===== src/pkg/mcf_pkg.sv =====
package mcf_pkg;
  // system clock and link pacing
  localparam int CLK_HZ = 50_000_000;
  localparam int LINK_DIV = 16;
  // channel word layout on the link, sent msb first
  localparam int AUDIO_W = 24;
  localparam int USER_BIT = 24;
  localparam int F96_BIT = 25;
  // frame lengths in channel words
  localparam int CH_56 = 56;
  localparam int CH_64 = 64;
  localparam int CH_96 = 32;
  localparam int CH_96_56 = 28;
  // side channels, zero-based channel numbers
  localparam int RS_LAST = 8;
  localparam int MIDI_CH48 = 55;
  localparam int MIDI_CH96 = 27;
  // sample clock sources
  localparam int FS_INT_HZ = 48_000;
  localparam int INT_DIV = CLK_HZ / FS_INT_HZ;
  localparam int WC_DBL_MIN_HZ = 72_000;
  localparam int WC_QUAD_MIN_HZ = 144_000;
  localparam int WC_DBL_CYC = CLK_HZ / WC_DBL_MIN_HZ;
  localparam int WC_QUAD_CYC = CLK_HZ / WC_QUAD_MIN_HZ;
  // power-on version display
  localparam int FW_SHOW_MS = 1000;
  localparam int FW_SHOW_CYC = CLK_HZ / 1000 * FW_SHOW_MS;
  // registers
  localparam logic [7:0] REG_CTRL = 8'h00;
  localparam logic [7:0] REG_STAT = 8'h04;
  localparam int CTRL_FMT_LSB = 0;
  localparam int CTRL_WIRE_LSB = 2;
  localparam int CTRL_SRC_LSB = 4;
  localparam int CTRL_BAUD_LSB = 6;
  localparam int STAT_FMT_LSB = 0;
  localparam int STAT_WC_LSB = 2;
  localparam int STAT_LOCK_BIT = 4;
  localparam int STAT_OVR_BIT = 5;
  localparam int STAT_FW_BIT = 6;
  // serial side channel rate codes
  localparam logic [1:0] BAUD_9600 = 2'h0;
  localparam logic [1:0] BAUD_19200 = 2'h1;
  localparam logic [1:0] BAUD_38400 = 2'h3;
  localparam logic [1:0] BAUD_115200 = 2'h2;

  typedef enum logic [1:0] {fmt_56, fmt_64, fmt_96} mcf_fmt_t;
  typedef enum logic [1:0] {wire_1, wire_2, wire_4} mcf_wire_t;
  typedef enum logic [1:0] {src_int, src_aes, src_madi, src_wc} mcf_src_t;
  typedef enum logic [1:0] {spd_1, spd_2, spd_4} mcf_spd_t;

  localparam mcf_fmt_t CTRL_FMT_RST = fmt_64;
  localparam mcf_wire_t CTRL_WIRE_RST = wire_1;
  localparam mcf_src_t CTRL_SRC_RST = src_int;
endpackage : mcf_pkg


===== src/pkg/mcf_link_if.sv =====
`timescale 1ns/1ns
interface mcf_link_if;
  logic lclk;
  logic h2d_data;
  logic h2d_sync;
  logic d2h_data;
  logic d2h_sync;
  modport host (output lclk, output h2d_data, output h2d_sync,
                input d2h_data, input d2h_sync);
  modport dev (input lclk, input h2d_data, input h2d_sync,
               output d2h_data, output d2h_sync);
endinterface : mcf_link_if


===== src/hw/mcf_buf2.sv =====
`timescale 1ns/1ns
module mcf_buf2 #(
  parameter int W = 30
) (
  // clock, reset, enable
  input wire logic pclk,
  input wire logic presetn,
  input wire logic ce,
  // fill side
  input wire logic in_valid,
  output logic in_ready,
  input wire logic [W-1:0] in_data,
  // drain side
  output logic out_valid,
  input wire logic out_ready,
  output logic [W-1:0] out_data
);
  logic [W-1:0] tail;
  logic tail_v;
  wire push = in_valid & ~tail_v;
  wire pop = out_valid & out_ready;

  assign in_ready = ~tail_v;

  always_ff @(posedge pclk or negedge presetn) begin
    if (!presetn) begin
      out_valid <= 1'b0;
      tail_v <= 1'b0;
      out_data <= '0;
      tail <= '0;
    end else if (ce) begin
      if (pop && push) begin
        out_data <= in_data;
      end else if (pop) begin
        out_data <= tail;
        out_valid <= tail_v;
        tail_v <= 1'b0;
      end else if (push && !out_valid) begin
        out_data <= in_data;
        out_valid <= 1'b1;
      end else if (push) begin
        tail <= in_data;
        tail_v <= 1'b1;
      end
    end
  end
endmodule : mcf_buf2


===== src/hw/mcf_dev.sv =====
// The implementer's own choices: the APB register port and the register offsets.
`timescale 1ns/1ns
module mcf_dev #(
  parameter int FW_SHOW = mcf_pkg::FW_SHOW_CYC,
  parameter logic [7:0] FW_VER = 8'h01, // value arbitrary
  parameter int NPORT = 32
) (
  // clock, reset, enable
  input wire logic pclk,
  input wire logic presetn,
  input wire logic ce,
  // register bus
  input wire logic psel,
  input wire logic penable,
  input wire logic pwrite,
  input wire logic [7:0] paddr,
  input wire logic [31:0] pwdata,
  output logic [31:0] prdata,
  output logic pready,
  output logic pslverr,
  // link
  mcf_link_if.dev link,
  // aes side, index = port * 2 + subframe
  input wire logic aes_in_valid,
  output logic aes_in_ready,
  input wire logic [5:0] aes_in_idx,
  input wire logic [23:0] aes_in_data,
  input wire logic aes_fs_tick,
  output logic aes_out_valid,
  input wire logic aes_out_ready,
  output logic [5:0] aes_out_idx,
  output logic [23:0] aes_out_data,
  output logic aes_out_pro,
  // side channels
  input wire logic [8:0] rs_tx_bits,
  input wire logic midi_tx_bit,
  output logic [8:0] rs_rx_bits,
  output logic rs_rx_stb,
  output logic midi_rx_bit,
  output logic midi_rx_stb,
  input wire logic [1:0] nv_baud,
  output logic [1:0] baud_sel,
  // clock reference and indicators
  input wire logic wclk_in,
  output logic [7:0] led_sync,
  output logic [7:0] led_audio
);
  import mcf_pkg::*;

  ////////////////////////////////////////////////////////////////////////////
  // pins from outside pass two flops; only s2 is read
  logic [3:0] s1;
  logic [3:0] s2;
  logic l_prev;
  logic w_prev;
  wire [3:0] pins = {wclk_in, link.h2d_sync, link.h2d_data, link.lclk};
  wire l_rise = s2[0] & ~l_prev;
  wire w_rise = s2[3] & ~w_prev;

  always_ff @(posedge pclk or negedge presetn) begin
    if (!presetn) begin
      s1 <= 4'h0;
      s2 <= 4'h0;
      l_prev <= 1'b0;
      w_prev <= 1'b0;
    end else if (ce) begin
      s1 <= pins;
      s2 <= s1;
      l_prev <= s2[0];
      w_prev <= s2[3];
    end
  end

  ////////////////////////////////////////////////////////////////////////////
  // registers
  mcf_fmt_t tx_fmt;
  mcf_wire_t wmode;
  mcf_src_t src;
  mcf_fmt_t rx_fmt;
  mcf_spd_t wc_spd;
  logic rx_lock;
  logic rx_ovr;
  logic fw_on;
  logic binit;
  wire setup = psel & ~penable;
  wire hit_ctrl = paddr == REG_CTRL;
  wire hit_stat = paddr == REG_STAT;
  wire done = psel & penable & pready;
  wire wr_ctrl = done & pwrite & hit_ctrl;
  wire rd_stat = done & ~pwrite & hit_stat;
  wire [31:0] ctrl_word = (32'(tx_fmt) << CTRL_FMT_LSB) | (32'(wmode) << CTRL_WIRE_LSB)
                        | (32'(src) << CTRL_SRC_LSB) | (32'(baud_sel) << CTRL_BAUD_LSB);
  wire [31:0] stat_word = (32'(rx_fmt) << STAT_FMT_LSB) | (32'(wc_spd) << STAT_WC_LSB)
                        | (32'(rx_lock) << STAT_LOCK_BIT) | (32'(rx_ovr) << STAT_OVR_BIT)
                        | (32'(fw_on) << STAT_FW_BIT);
  wire [31:0] rd_word = hit_ctrl ? ctrl_word : hit_stat ? stat_word : 32'h00000000;

  always_ff @(posedge pclk or negedge presetn) begin
    if (!presetn) begin
      pready <= 1'b0;
      pslverr <= 1'b0;
      prdata <= 32'h00000000;
      tx_fmt <= CTRL_FMT_RST;
      wmode <= CTRL_WIRE_RST;
      src <= CTRL_SRC_RST;
      baud_sel <= BAUD_9600;
      binit <= 1'b0;
    end else if (ce) begin
      pready <= setup & ~pready;
      pslverr <= setup & ~(hit_ctrl | hit_stat);
      prdata <= setup ? rd_word : 32'h00000000;
      binit <= 1'b1;
      if (!binit) begin
        // rate comes back from the stored setting after every restart
        baud_sel <= nv_baud;
      end else if (wr_ctrl) begin
        baud_sel <= pwdata[CTRL_BAUD_LSB +: 2];
      end
      if (wr_ctrl) begin
        tx_fmt <= mcf_fmt_t'(pwdata[CTRL_FMT_LSB +: 2]);
        wmode <= mcf_wire_t'(pwdata[CTRL_WIRE_LSB +: 2]);
        src <= mcf_src_t'(pwdata[CTRL_SRC_LSB +: 2]);
      end
    end
  end

  ////////////////////////////////////////////////////////////////////////////
  // link receive and frame format detection
  logic [30:0] rsr;
  logic [4:0] rbit;
  logic [6:0] rch;
  logic rf96;
  logic madi_sof;
  logic rx_wv;
  logic [31:0] rx_w;
  logic [5:0] rx_ch;
  wire [31:0] rword = {rsr, s2[1]};
  wire len_48 = (rch == 7'(CH_56)) || (rch == 7'(CH_64));
  wire len_96 = (rch == 7'(CH_96_56)) || (rch == 7'(CH_96));

  always_ff @(posedge pclk or negedge presetn) begin
    if (!presetn) begin
      rsr <= 31'h00000000;
      rbit <= 5'h00;
      rch <= 7'h00;
      rf96 <= 1'b0;
      madi_sof <= 1'b0;
      rx_wv <= 1'b0;
      rx_w <= 32'h00000000;
      rx_ch <= 6'h00;
      rx_lock <= 1'b0;
      rx_fmt <= CTRL_FMT_RST;
    end else if (ce) begin
      madi_sof <= 1'b0;
      rx_wv <= 1'b0;
      if (l_rise) begin
        rsr <= rword[30:0];
        rbit <= s2[2] ? 5'h01 : rbit + 5'h01;
        if (s2[2]) begin
          // judge the frame that just ended by its length and 96k flag
          madi_sof <= 1'b1;
          rch <= 7'h00;
          rf96 <= 1'b0;
          rx_lock <= rf96 ? len_96 : len_48;
          if (rf96 ? len_96 : len_48) begin
            rx_fmt <= rf96 ? fmt_96 : (rch == 7'(CH_56)) ? fmt_56 : fmt_64;
          end
        end else if (rbit == 5'h1F) begin
          rx_wv <= 1'b1;
          rx_w <= rword;
          rx_ch <= rch[5:0];
          rch <= rch + 7'h01;
          rf96 <= rf96 | rword[F96_BIT];
        end
      end
    end
  end

  ////////////////////////////////////////////////////////////////////////////
  // side channel extraction and channel regrouping
  logic [1:0] shf;
  logic brdy;
  assign shf = (wmode == wire_4) ? 2'h2 : (wmode == wire_2) ? 2'h1 : 2'h0;
  wire [1:0] pmask = {shf[1], |shf};
  wire [5:0] midi_ch = (rx_fmt == fmt_96) ? 6'(MIDI_CH96) : 6'(MIDI_CH48);
  // consecutive channels carry consecutive samples of one aes channel
  wire [5:0] aes_oidx = rx_ch >> shf;
  wire [29:0] buf_in = {aes_oidx, rx_w[AUDIO_W-1:0]};

  always_ff @(posedge pclk or negedge presetn) begin
    if (!presetn) begin
      rs_rx_bits <= 9'h000;
      rs_rx_stb <= 1'b0;
      midi_rx_bit <= 1'b0;
      midi_rx_stb <= 1'b0;
      rx_ovr <= 1'b0;
      aes_out_pro <= 1'b0;
    end else if (ce) begin
      aes_out_pro <= 1'b1;
      rx_ovr <= (rx_wv & ~brdy) | (rx_ovr & ~rd_stat);
      rs_rx_stb <= rx_wv && (rx_ch == 6'(RS_LAST));
      midi_rx_stb <= rx_wv && (rx_ch == midi_ch);
      if (rx_wv && rx_ch <= 6'(RS_LAST)) begin
        rs_rx_bits[rx_ch[3:0]] <= rx_w[USER_BIT];
      end
      if (rx_wv && rx_ch == midi_ch) begin
        midi_rx_bit <= rx_w[USER_BIT];
      end
    end
  end

  // a full buffer drops the word and raises the overrun flag
  mcf_buf2 #(.W(30)) u_outbuf (
    .pclk(pclk),
    .presetn(presetn),
    .ce(ce),
    .in_valid(rx_wv),
    .in_ready(brdy),
    .in_data(buf_in),
    .out_valid(aes_out_valid),
    .out_ready(aes_out_ready),
    .out_data({aes_out_idx, aes_out_data})
  );

  ////////////////////////////////////////////////////////////////////////////
  // sample clock sources
  logic [15:0] icnt;
  logic [15:0] wper;
  logic [1:0] wdiv;
  logic int_tick;
  logic wc_tick;
  logic sel_tick;
  wire [1:0] wmask = (wc_spd == spd_4) ? 2'h3 : (wc_spd == spd_2) ? 2'h1 : 2'h0;
  assign sel_tick = (src == src_int) ? int_tick : (src == src_aes) ? aes_fs_tick
                  : (src == src_madi) ? madi_sof : wc_tick;

  always_ff @(posedge pclk or negedge presetn) begin
    if (!presetn) begin
      icnt <= 16'h0000;
      int_tick <= 1'b0;
      wper <= 16'h0000;
      wdiv <= 2'h0;
      wc_tick <= 1'b0;
      wc_spd <= spd_1;
    end else if (ce) begin
      int_tick <= icnt == 16'(INT_DIV - 1);
      icnt <= (icnt == 16'(INT_DIV - 1)) ? 16'h0000 : icnt + 16'h0001;
      wc_tick <= w_rise && (wdiv == 2'h0);
      if (w_rise) begin
        // short periods mean a double or quad rate reference
        wc_spd <= (wper < 16'(WC_QUAD_CYC)) ? spd_4
                : (wper < 16'(WC_DBL_CYC)) ? spd_2 : spd_1;
        wdiv <= (wdiv + 2'h1) & wmask;
        wper <= 16'h0000;
      end else if (wper != 16'hFFFF) begin
        wper <= wper + 16'h0001;
      end
    end
  end

  ////////////////////////////////////////////////////////////////////////////
  // aes input to channel memory, then a frame at the link rise after a pending sample tick; ticks during a frame merge into one
  logic [23:0] txmem [64];
  logic [1:0] tph [64];
  logic tpend;
  logic tact;
  logic [6:0] tch;
  logic [4:0] tbit;
  // channel status flags are not inspected, so copy protection has no effect
  wire acc = aes_in_valid & aes_in_ready;
  wire [5:0] tx_mch = 6'(aes_in_idx << shf) | {4'h0, tph[aes_in_idx] & pmask};
  wire [6:0] tnch = (tx_fmt == fmt_56) ? 7'(CH_56)
                  : (tx_fmt == fmt_64) ? 7'(CH_64) : 7'(CH_96);
  wire [5:0] tmidi = (tx_fmt == fmt_96) ? 6'(MIDI_CH96) : 6'(MIDI_CH48);
  wire tub = (tch <= 7'(RS_LAST)) ? rs_tx_bits[tch[3:0]]
           : (tch[5:0] == tmidi) & midi_tx_bit;
  wire [31:0] tword = {6'h00, tx_fmt == fmt_96, tub, txmem[tch[5:0]]};

  always_ff @(posedge pclk) begin
    if (ce && acc) begin
      // memory holds the latest sample per channel, one 24-bit entry for each of the 64 channels
      txmem[tx_mch] <= aes_in_data;
    end
  end

  always_ff @(posedge pclk or negedge presetn) begin
    if (!presetn) begin
      for (int i = 0; i < 64; i++) begin
        tph[i] <= 2'h0;
      end
      aes_in_ready <= 1'b0;
      tpend <= 1'b0;
      tact <= 1'b0;
      tch <= 7'h00;
      tbit <= 5'h00;
      link.d2h_data <= 1'b0;
      link.d2h_sync <= 1'b0;
    end else if (ce) begin
      aes_in_ready <= 1'b1;
      if (acc) begin
        tph[aes_in_idx] <= (tph[aes_in_idx] + 2'h1) & pmask;
      end
      tpend <= sel_tick | (tpend & ~(l_rise & ~tact));
      if (l_rise) begin
        link.d2h_data <= tact & tword[~tbit];
        link.d2h_sync <= tact && (tch == 7'h00) && (tbit == 5'h00);
        if (tact) begin
          tbit <= tbit + 5'h01;
          if (tbit == 5'h1F) begin
            tch <= tch + 7'h01;
            // a format change in mid-frame must never run the count past the end
            tact <= tch < tnch - 7'h01;
          end
        end else if (tpend) begin
          tact <= 1'b1;
          tch <= 7'h00;
          tbit <= 5'h00;
        end
      end
    end
  end

  ////////////////////////////////////////////////////////////////////////////
  // indicators show the version first, then lock and activity
  logic [31:0] fwcnt;

  always_ff @(posedge pclk or negedge presetn) begin
    if (!presetn) begin
      fwcnt <= 32'h00000000;
      fw_on <= 1'b1;
      led_sync <= 8'h00;
      led_audio <= 8'h00;
    end else if (ce) begin
      if (fw_on) begin
        fwcnt <= fwcnt + 32'h00000001;
        fw_on <= fwcnt != 32'(FW_SHOW - 1);
      end
      led_sync <= fw_on ? FW_VER : {6'h00, wc_spd != spd_1, rx_lock};
      led_audio <= fw_on ? FW_VER : {6'h00, tact, aes_out_valid};
    end
  end
endmodule : mcf_dev


===== src/flat_wrapper.sv =====
// flat-port wrapper written by rule: the top's interface ports become plain ports
module mcf_dev_flat import mcf_pkg::*;
#(
  parameter int FW_SHOW = mcf_pkg::FW_SHOW_CYC,
  parameter logic [7:0] FW_VER = 8'h01,                   
  parameter int NPORT = 32
)
  (pclk, presetn, ce, psel, penable, pwrite, paddr, pwdata, prdata, pready, pslverr, aes_in_valid, aes_in_ready, aes_in_idx, aes_in_data, aes_fs_tick, aes_out_valid, aes_out_ready, aes_out_idx, aes_out_data, aes_out_pro, rs_tx_bits, midi_tx_bit, rs_rx_bits, rs_rx_stb, midi_rx_bit, midi_rx_stb, nv_baud, baud_sel, wclk_in, led_sync, led_audio, link_lclk, link_h2d_data, link_h2d_sync, link_d2h_data, link_d2h_sync);
  mcf_link_if link_i ();
  input wire logic pclk;
  input wire logic presetn;
  input wire logic ce;
  input wire logic psel;
  input wire logic penable;
  input wire logic pwrite;
  input wire logic [7:0] paddr;
  input wire logic [31:0] pwdata;
  output logic [31:0] prdata;
  output logic pready;
  output logic pslverr;
  input wire logic aes_in_valid;
  output logic aes_in_ready;
  input wire logic [5:0] aes_in_idx;
  input wire logic [23:0] aes_in_data;
  input wire logic aes_fs_tick;
  output logic aes_out_valid;
  input wire logic aes_out_ready;
  output logic [5:0] aes_out_idx;
  output logic [23:0] aes_out_data;
  output logic aes_out_pro;
  input wire logic [8:0] rs_tx_bits;
  input wire logic midi_tx_bit;
  output logic [8:0] rs_rx_bits;
  output logic rs_rx_stb;
  output logic midi_rx_bit;
  output logic midi_rx_stb;
  input wire logic [1:0] nv_baud;
  output logic [1:0] baud_sel;
  input wire logic wclk_in;
  output logic [7:0] led_sync;
  output logic [7:0] led_audio;
  input wire logic [$bits(link_i.lclk)-1:0] link_lclk;
  input wire logic [$bits(link_i.h2d_data)-1:0] link_h2d_data;
  input wire logic [$bits(link_i.h2d_sync)-1:0] link_h2d_sync;
  output wire logic [$bits(link_i.d2h_data)-1:0] link_d2h_data;
  output wire logic [$bits(link_i.d2h_sync)-1:0] link_d2h_sync;
  assign link_i.lclk = link_lclk;
  assign link_i.h2d_data = link_h2d_data;
  assign link_i.h2d_sync = link_h2d_sync;
  assign link_d2h_data = link_i.d2h_data;
  assign link_d2h_sync = link_i.d2h_sync;
  mcf_dev #(.FW_SHOW(FW_SHOW), .FW_VER(FW_VER), .NPORT(NPORT)) u_core (.pclk(pclk), .presetn(presetn), .ce(ce), .psel(psel), .penable(penable), .pwrite(pwrite), .paddr(paddr), .pwdata(pwdata), .prdata(prdata), .pready(pready), .pslverr(pslverr), .link(link_i), .aes_in_valid(aes_in_valid), .aes_in_ready(aes_in_ready), .aes_in_idx(aes_in_idx), .aes_in_data(aes_in_data), .aes_fs_tick(aes_fs_tick), .aes_out_valid(aes_out_valid), .aes_out_ready(aes_out_ready), .aes_out_idx(aes_out_idx), .aes_out_data(aes_out_data), .aes_out_pro(aes_out_pro), .rs_tx_bits(rs_tx_bits), .midi_tx_bit(midi_tx_bit), .rs_rx_bits(rs_rx_bits), .rs_rx_stb(rs_rx_stb), .midi_rx_bit(midi_rx_bit), .midi_rx_stb(midi_rx_stb), .nv_baud(nv_baud), .baud_sel(baud_sel), .wclk_in(wclk_in), .led_sync(led_sync), .led_audio(led_audio));
endmodule

===== config.mk =====
export PLATFORM = sky130hd
export DESIGN_NAME = mcf_dev_flat
export DESIGN_NICKNAME = d
export VERILOG_FILES = /design/src/pkg/mcf_pkg.sv /design/src/pkg/mcf_link_if.sv /design/src/hw/mcf_buf2.sv /design/src/hw/mcf_dev.sv /design/src/flat_wrapper.sv
export SDC_FILE = /design/constraint.sdc
export NUM_CORES = 2
export LEC_CHECK = 0
export ABC_AREA = 0
export BUFFER_PORTS_ARGS = -buffer_cell sky130_fd_sc_hd__buf_4
export CORE_UTILIZATION = 44
export CTS_CLUSTER_DIAMETER = 80
export CTS_CLUSTER_SIZE = 12
export DETAILED_ROUTE_END_ITERATION = 8
export PLACE_DENSITY_LB_ADDON = 0.3
export SLEW_MARGIN = 20
export SYNTH_ARGS = -nofsm -noshare
export SYNTH_HDL_FRONTEND = slang
export SYNTH_HIERARCHICAL = 1
export SYNTH_SLANG_ARGS = --single-unit

===== constraint.sdc =====
create_clock -name pclk -period 4.77 [get_ports pclk]
set_input_delay 0.954 -clock pclk [delete_from_list [all_inputs] [get_ports pclk]]
set_output_delay 0.954 -clock pclk [all_outputs]
set_load 0.005 [all_outputs]

==> flow_summary.toml <==
[final_layout]
final_nets = 4743
area_taken_by_multi_input_logic_gates_um2 = 20570
fin_cells = 7038
post_route_cells_drive_above_1_share_pct = 27.41
sequential_cell_area_um2 = 56080
fin_util_pct = 50.22
areaGrowthSynthToFinish_pct = 13.27
fillerInstances = 14297

[job]
drv.max_cap_violation_count = 0

[worst_setup_path]
cp_slowest_stage_delay_ns = 0.83
cpLargestDelayFamily = "compound AO/OA/AOI/OAI gates"
cpMostUsedCell = "o221ai_1"
crit_path_cell_trace = "buf_12, inv_1, a2bb2oi_1, a211oi_1, a311o_1, o221ai_1, a32oi_1, o221ai_1, o311a_1"
worstPathArrival_ns = 4.62
worst_path_maximum_fanout = 71
cp_data_required_time_ns = 5.49
worst_setup_sp_type = "register"
timing.critical_path.buf_inv = 2
setup.worst_path.class = "reg2reg"
critPathSlowestCell = "dfrtp_4"
end_kind = "register"

[logic_synthesis]
distinct_cell_type_count_after_synthesis = 84
synth_fa_ha_area_share_pct = 0.3365
synth_area_per_cell_um2 = 18.06
seq_area_frac_synth_pct = 71.80
synthesized_instance_count = 4323
ys_seq_elements = 1933
yosys.area_share.xor_xnor_pct = 0.7403
synth_mux_area_share_pct = 16.26
synth-async-reset-ratio_pct = 20.54
yosysWarningCount = 6
synth_top_family_by_area = "multiplexers"
ys_dominant_reg_cell = "edfxtp_1"
synth_simple_gate_area_share_pct = 4.631
complex_gate_fraction_of_the_synthesized_area_pct = 3.860
synthesis.area_um2 = 78090
synth_edf_count = 1536

[clock_network]
clock_slew_at_reported_path_ffs_ns = 0.07
root_buffer_cell = "clkbuf_16"
post_cts_hold_buffer_count = 0
worstSkewPairLatency_ns = 0.84
tritoncts = "yes"
cts_buffers = 179
cts.htree.levels = 4
post_cts_buffers = 0
post_cts_resize_count = 0
tritoncts_num_sinks = 1933
cts_max_path_buffers = 3

[floorplan]
floorplan.io_pins = 194
fp-row-count = 154
core-area_um2 = 176100
initial_utilization_pct = 44.34
die_h_um = 423.3
full_die_area_um2 = 179200
die_w_um = 423.3

[sta]
rsz0062_at_grt = "no"
final.min_clock_period_ns = 3.894
worst_slack_ns = 0.8760
relSlewSlack_pct = 29.13
finalSetupViolations = 0
totalNegativeSetupSlack_ns = 0
timing_worst_slew_pin_value_ns = 1.052
report.final.slew_viol_count = 0
timing.fmax_ghz = 0.2568
timing_hold_violations_final = 0
fin_skew_ns = 0.05108
timing.final.crit_share_pct = 81.63

[route]
detail_route.vias_per_cell = 5.988
route.met2.wl_mm = 94.08
detail_route.drc_violations = 0
wl_met3_mm = 15.86
drt_pass1_iterations = 6
drtAntennaViolNets = 0
detailedRoute.firstIterationViolations = 4768
detailroute.via_count = 42147
wirelength_mm = 201.6
detail_route.wirelength.met1_mm = 85.13
highest_layer = "met4"
wire_per_inst_um = 28.65

[global_route]
groute.usage.overall_pct = 22.43
pin_count_of_the_biggest_net_entering_global_routing = 99
number_of_global_route_vias_before_repair = 41748
global_route_wire_length_before_repair_mm = 293.4
grt_overflow = 0
antenna_found_initial = 4

[power_and_ir_drop]
post-layout-total-power_w = 0.03265
total_power_density_per_cell_area_nw_per_um2 = 369.1
irDropWorstVdd_mv = 0.3296
power_leakage_nw = 29.92

[status]
run_status = "completed"

[placement]
dp_hpwl_mm = 123.0
place_ws_ns = 0.07369
gp_congestion = 0.9552
placed_instance_count = 6786
io_buffers = 133

[min_path]
hold_path_class = "in2async"
==> report_power, final <==
group | switching, W | internal, W | total, W | leakage [nW]
clock network | 0.00606 | 0.00698 | 0.0130 | 2.42
logic | 0.000722 | 0.000298 | 0.00102 | 8.29
registers | 0.000173 | 0.0184 | 0.0186 | 19.2
total | 0.00696 | 0.0257 | 0.0326 | 29.9
==> synth_stat cells (all sizes together), types with 6 or more instances <==
cell     number  area, um2
a22o         12      105.1
nor3         26      141.4
a22oi        43      322.8
o22ai        49      306.5
nand3b       19      142.6
nand3        68      340.3
a31oi        13      81.33
o41ai         6      60.06
a2111oi       6      58.80
mux2i       150       1501
nand2b       24      150.1
edfxtp     1536      46120
o21ai       102      514.2
a221oi       29      254.0
o221ai       16      140.1
o211ai       12      90.09
and3         23      143.9
o2bb2ai      12      105.1
a21oi        47      235.2
dfrtp       394       9859
or2           7      43.79
ha           21      262.8
mux4        364       8209
xor2         26      227.7
a211oi       23      172.7
nand4        23      143.9
clkbuf      109      409.1
nand2       243      912.1
nor3b        12      90.09
a21o         11      82.58
xnor2        40      350.3
mux2        261       2988
nor4         20      131.4
nor2        241      907.1
buf         170       1287
inv          37      138.9
nor2b        26      177.7
and2         11      71.32
or3           8      50.05
==> final cells by class <==
type	instances	area share, %
Antenna cell	7	0.01980
Clock buffer	232	5.361
Clock inverter	13	0.2985
Inverter	40	0.1698
Multi-Input combinational cell	2106	23.25
Sequential cell	1933	63.40
Tap cell	2340	3.310
Timing Repair Buffer	367	4.184
==> placed cells by master (no fill, tap or decap), drive strengths merged, types with 24 or more instances in the layout <==
cell and n:
xor2 26, nand3 68, nor3 26, nor2 241, nor2b 26, edfxtp 1536, o22ai 49, buf 367
clkbuf 232, mux4 364, mux2i 150, dfrtp 394, a22oi 43, inv 42, a21oi 47, conb 37
mux2 261, o21ai 102, nand2 243, xnor2 40, a221oi 29, nand2b 24
==> flip-flops by register name, indices dropped and copies added, names as in the netlist, 25 cells and up <==
signal                    count
u_core/rx_w                  25
u_core/rsr                   25
u_core/txmem               1536
u_core/tph                  128
u_core/fwcnt                 32
u_core/u_outbuf/tail         30
u_core/u_outbuf/out_data     30
==> stage by stage <==
stage	hold slack, ns	area [um2]
detailed placement	0.4623	83430
global route	0.1667	88430
floorplan	0.4429	78220
finish	0.1488	88450
CTS	0.1463	88430
global placement	0.4568	83420
==> worst register-to-register path, stage by stage, from the launching register on <==
cell	delay, ns
dfrtp_4	0.83
buf_12	0.45
inv_1	0.45
a2bb2oi_1	0.23
a211oi_1	0.78
a311o_1	0.32
o221ai_1	0.15
a32oi_1	0.25
o221ai_1	0.16
o311a_1	0.15
==> cells by family (layout without fill, tap and decap cells) <==
family	after synthesis	after routing
simple gates	771	771
buf+inv	319	652
mux	775	775
compound gates	436	436
fa+ha+maj	21	21
flops	1933	1933
xor+xnor	66	66
other cells	2	44
==> layer usage <==
metal	global-route usage, %	vias to the layer above
met3	4.307	348
met4	7.118	0
met5	0	-
met2	34.71	1825
li1	-	17619
met1	32.13	22355
==> final timing paths <==
check	slack, ns	cells after the start	startpoint	endpoint
worst max-delay path	0.88	9	u_core/tch[1]	u_core/link.d2h_data
worst min-delay path	0.15	1	presetn	u_core/icnt[7]
worst max register to register	0.88	9	u_core/tch[1]	u_core/link.d2h_data
worst min register to register	0.47	1	u_core/fwcnt[23]	u_core/fwcnt[23]
max in group asynchronous	3.56	2	presetn	u_core/u_outbuf/tail[10]
min in group pclk	0.36	3	pwdata[2]	u_core/wmode[0]
Power figures use the tool's default switching activity.
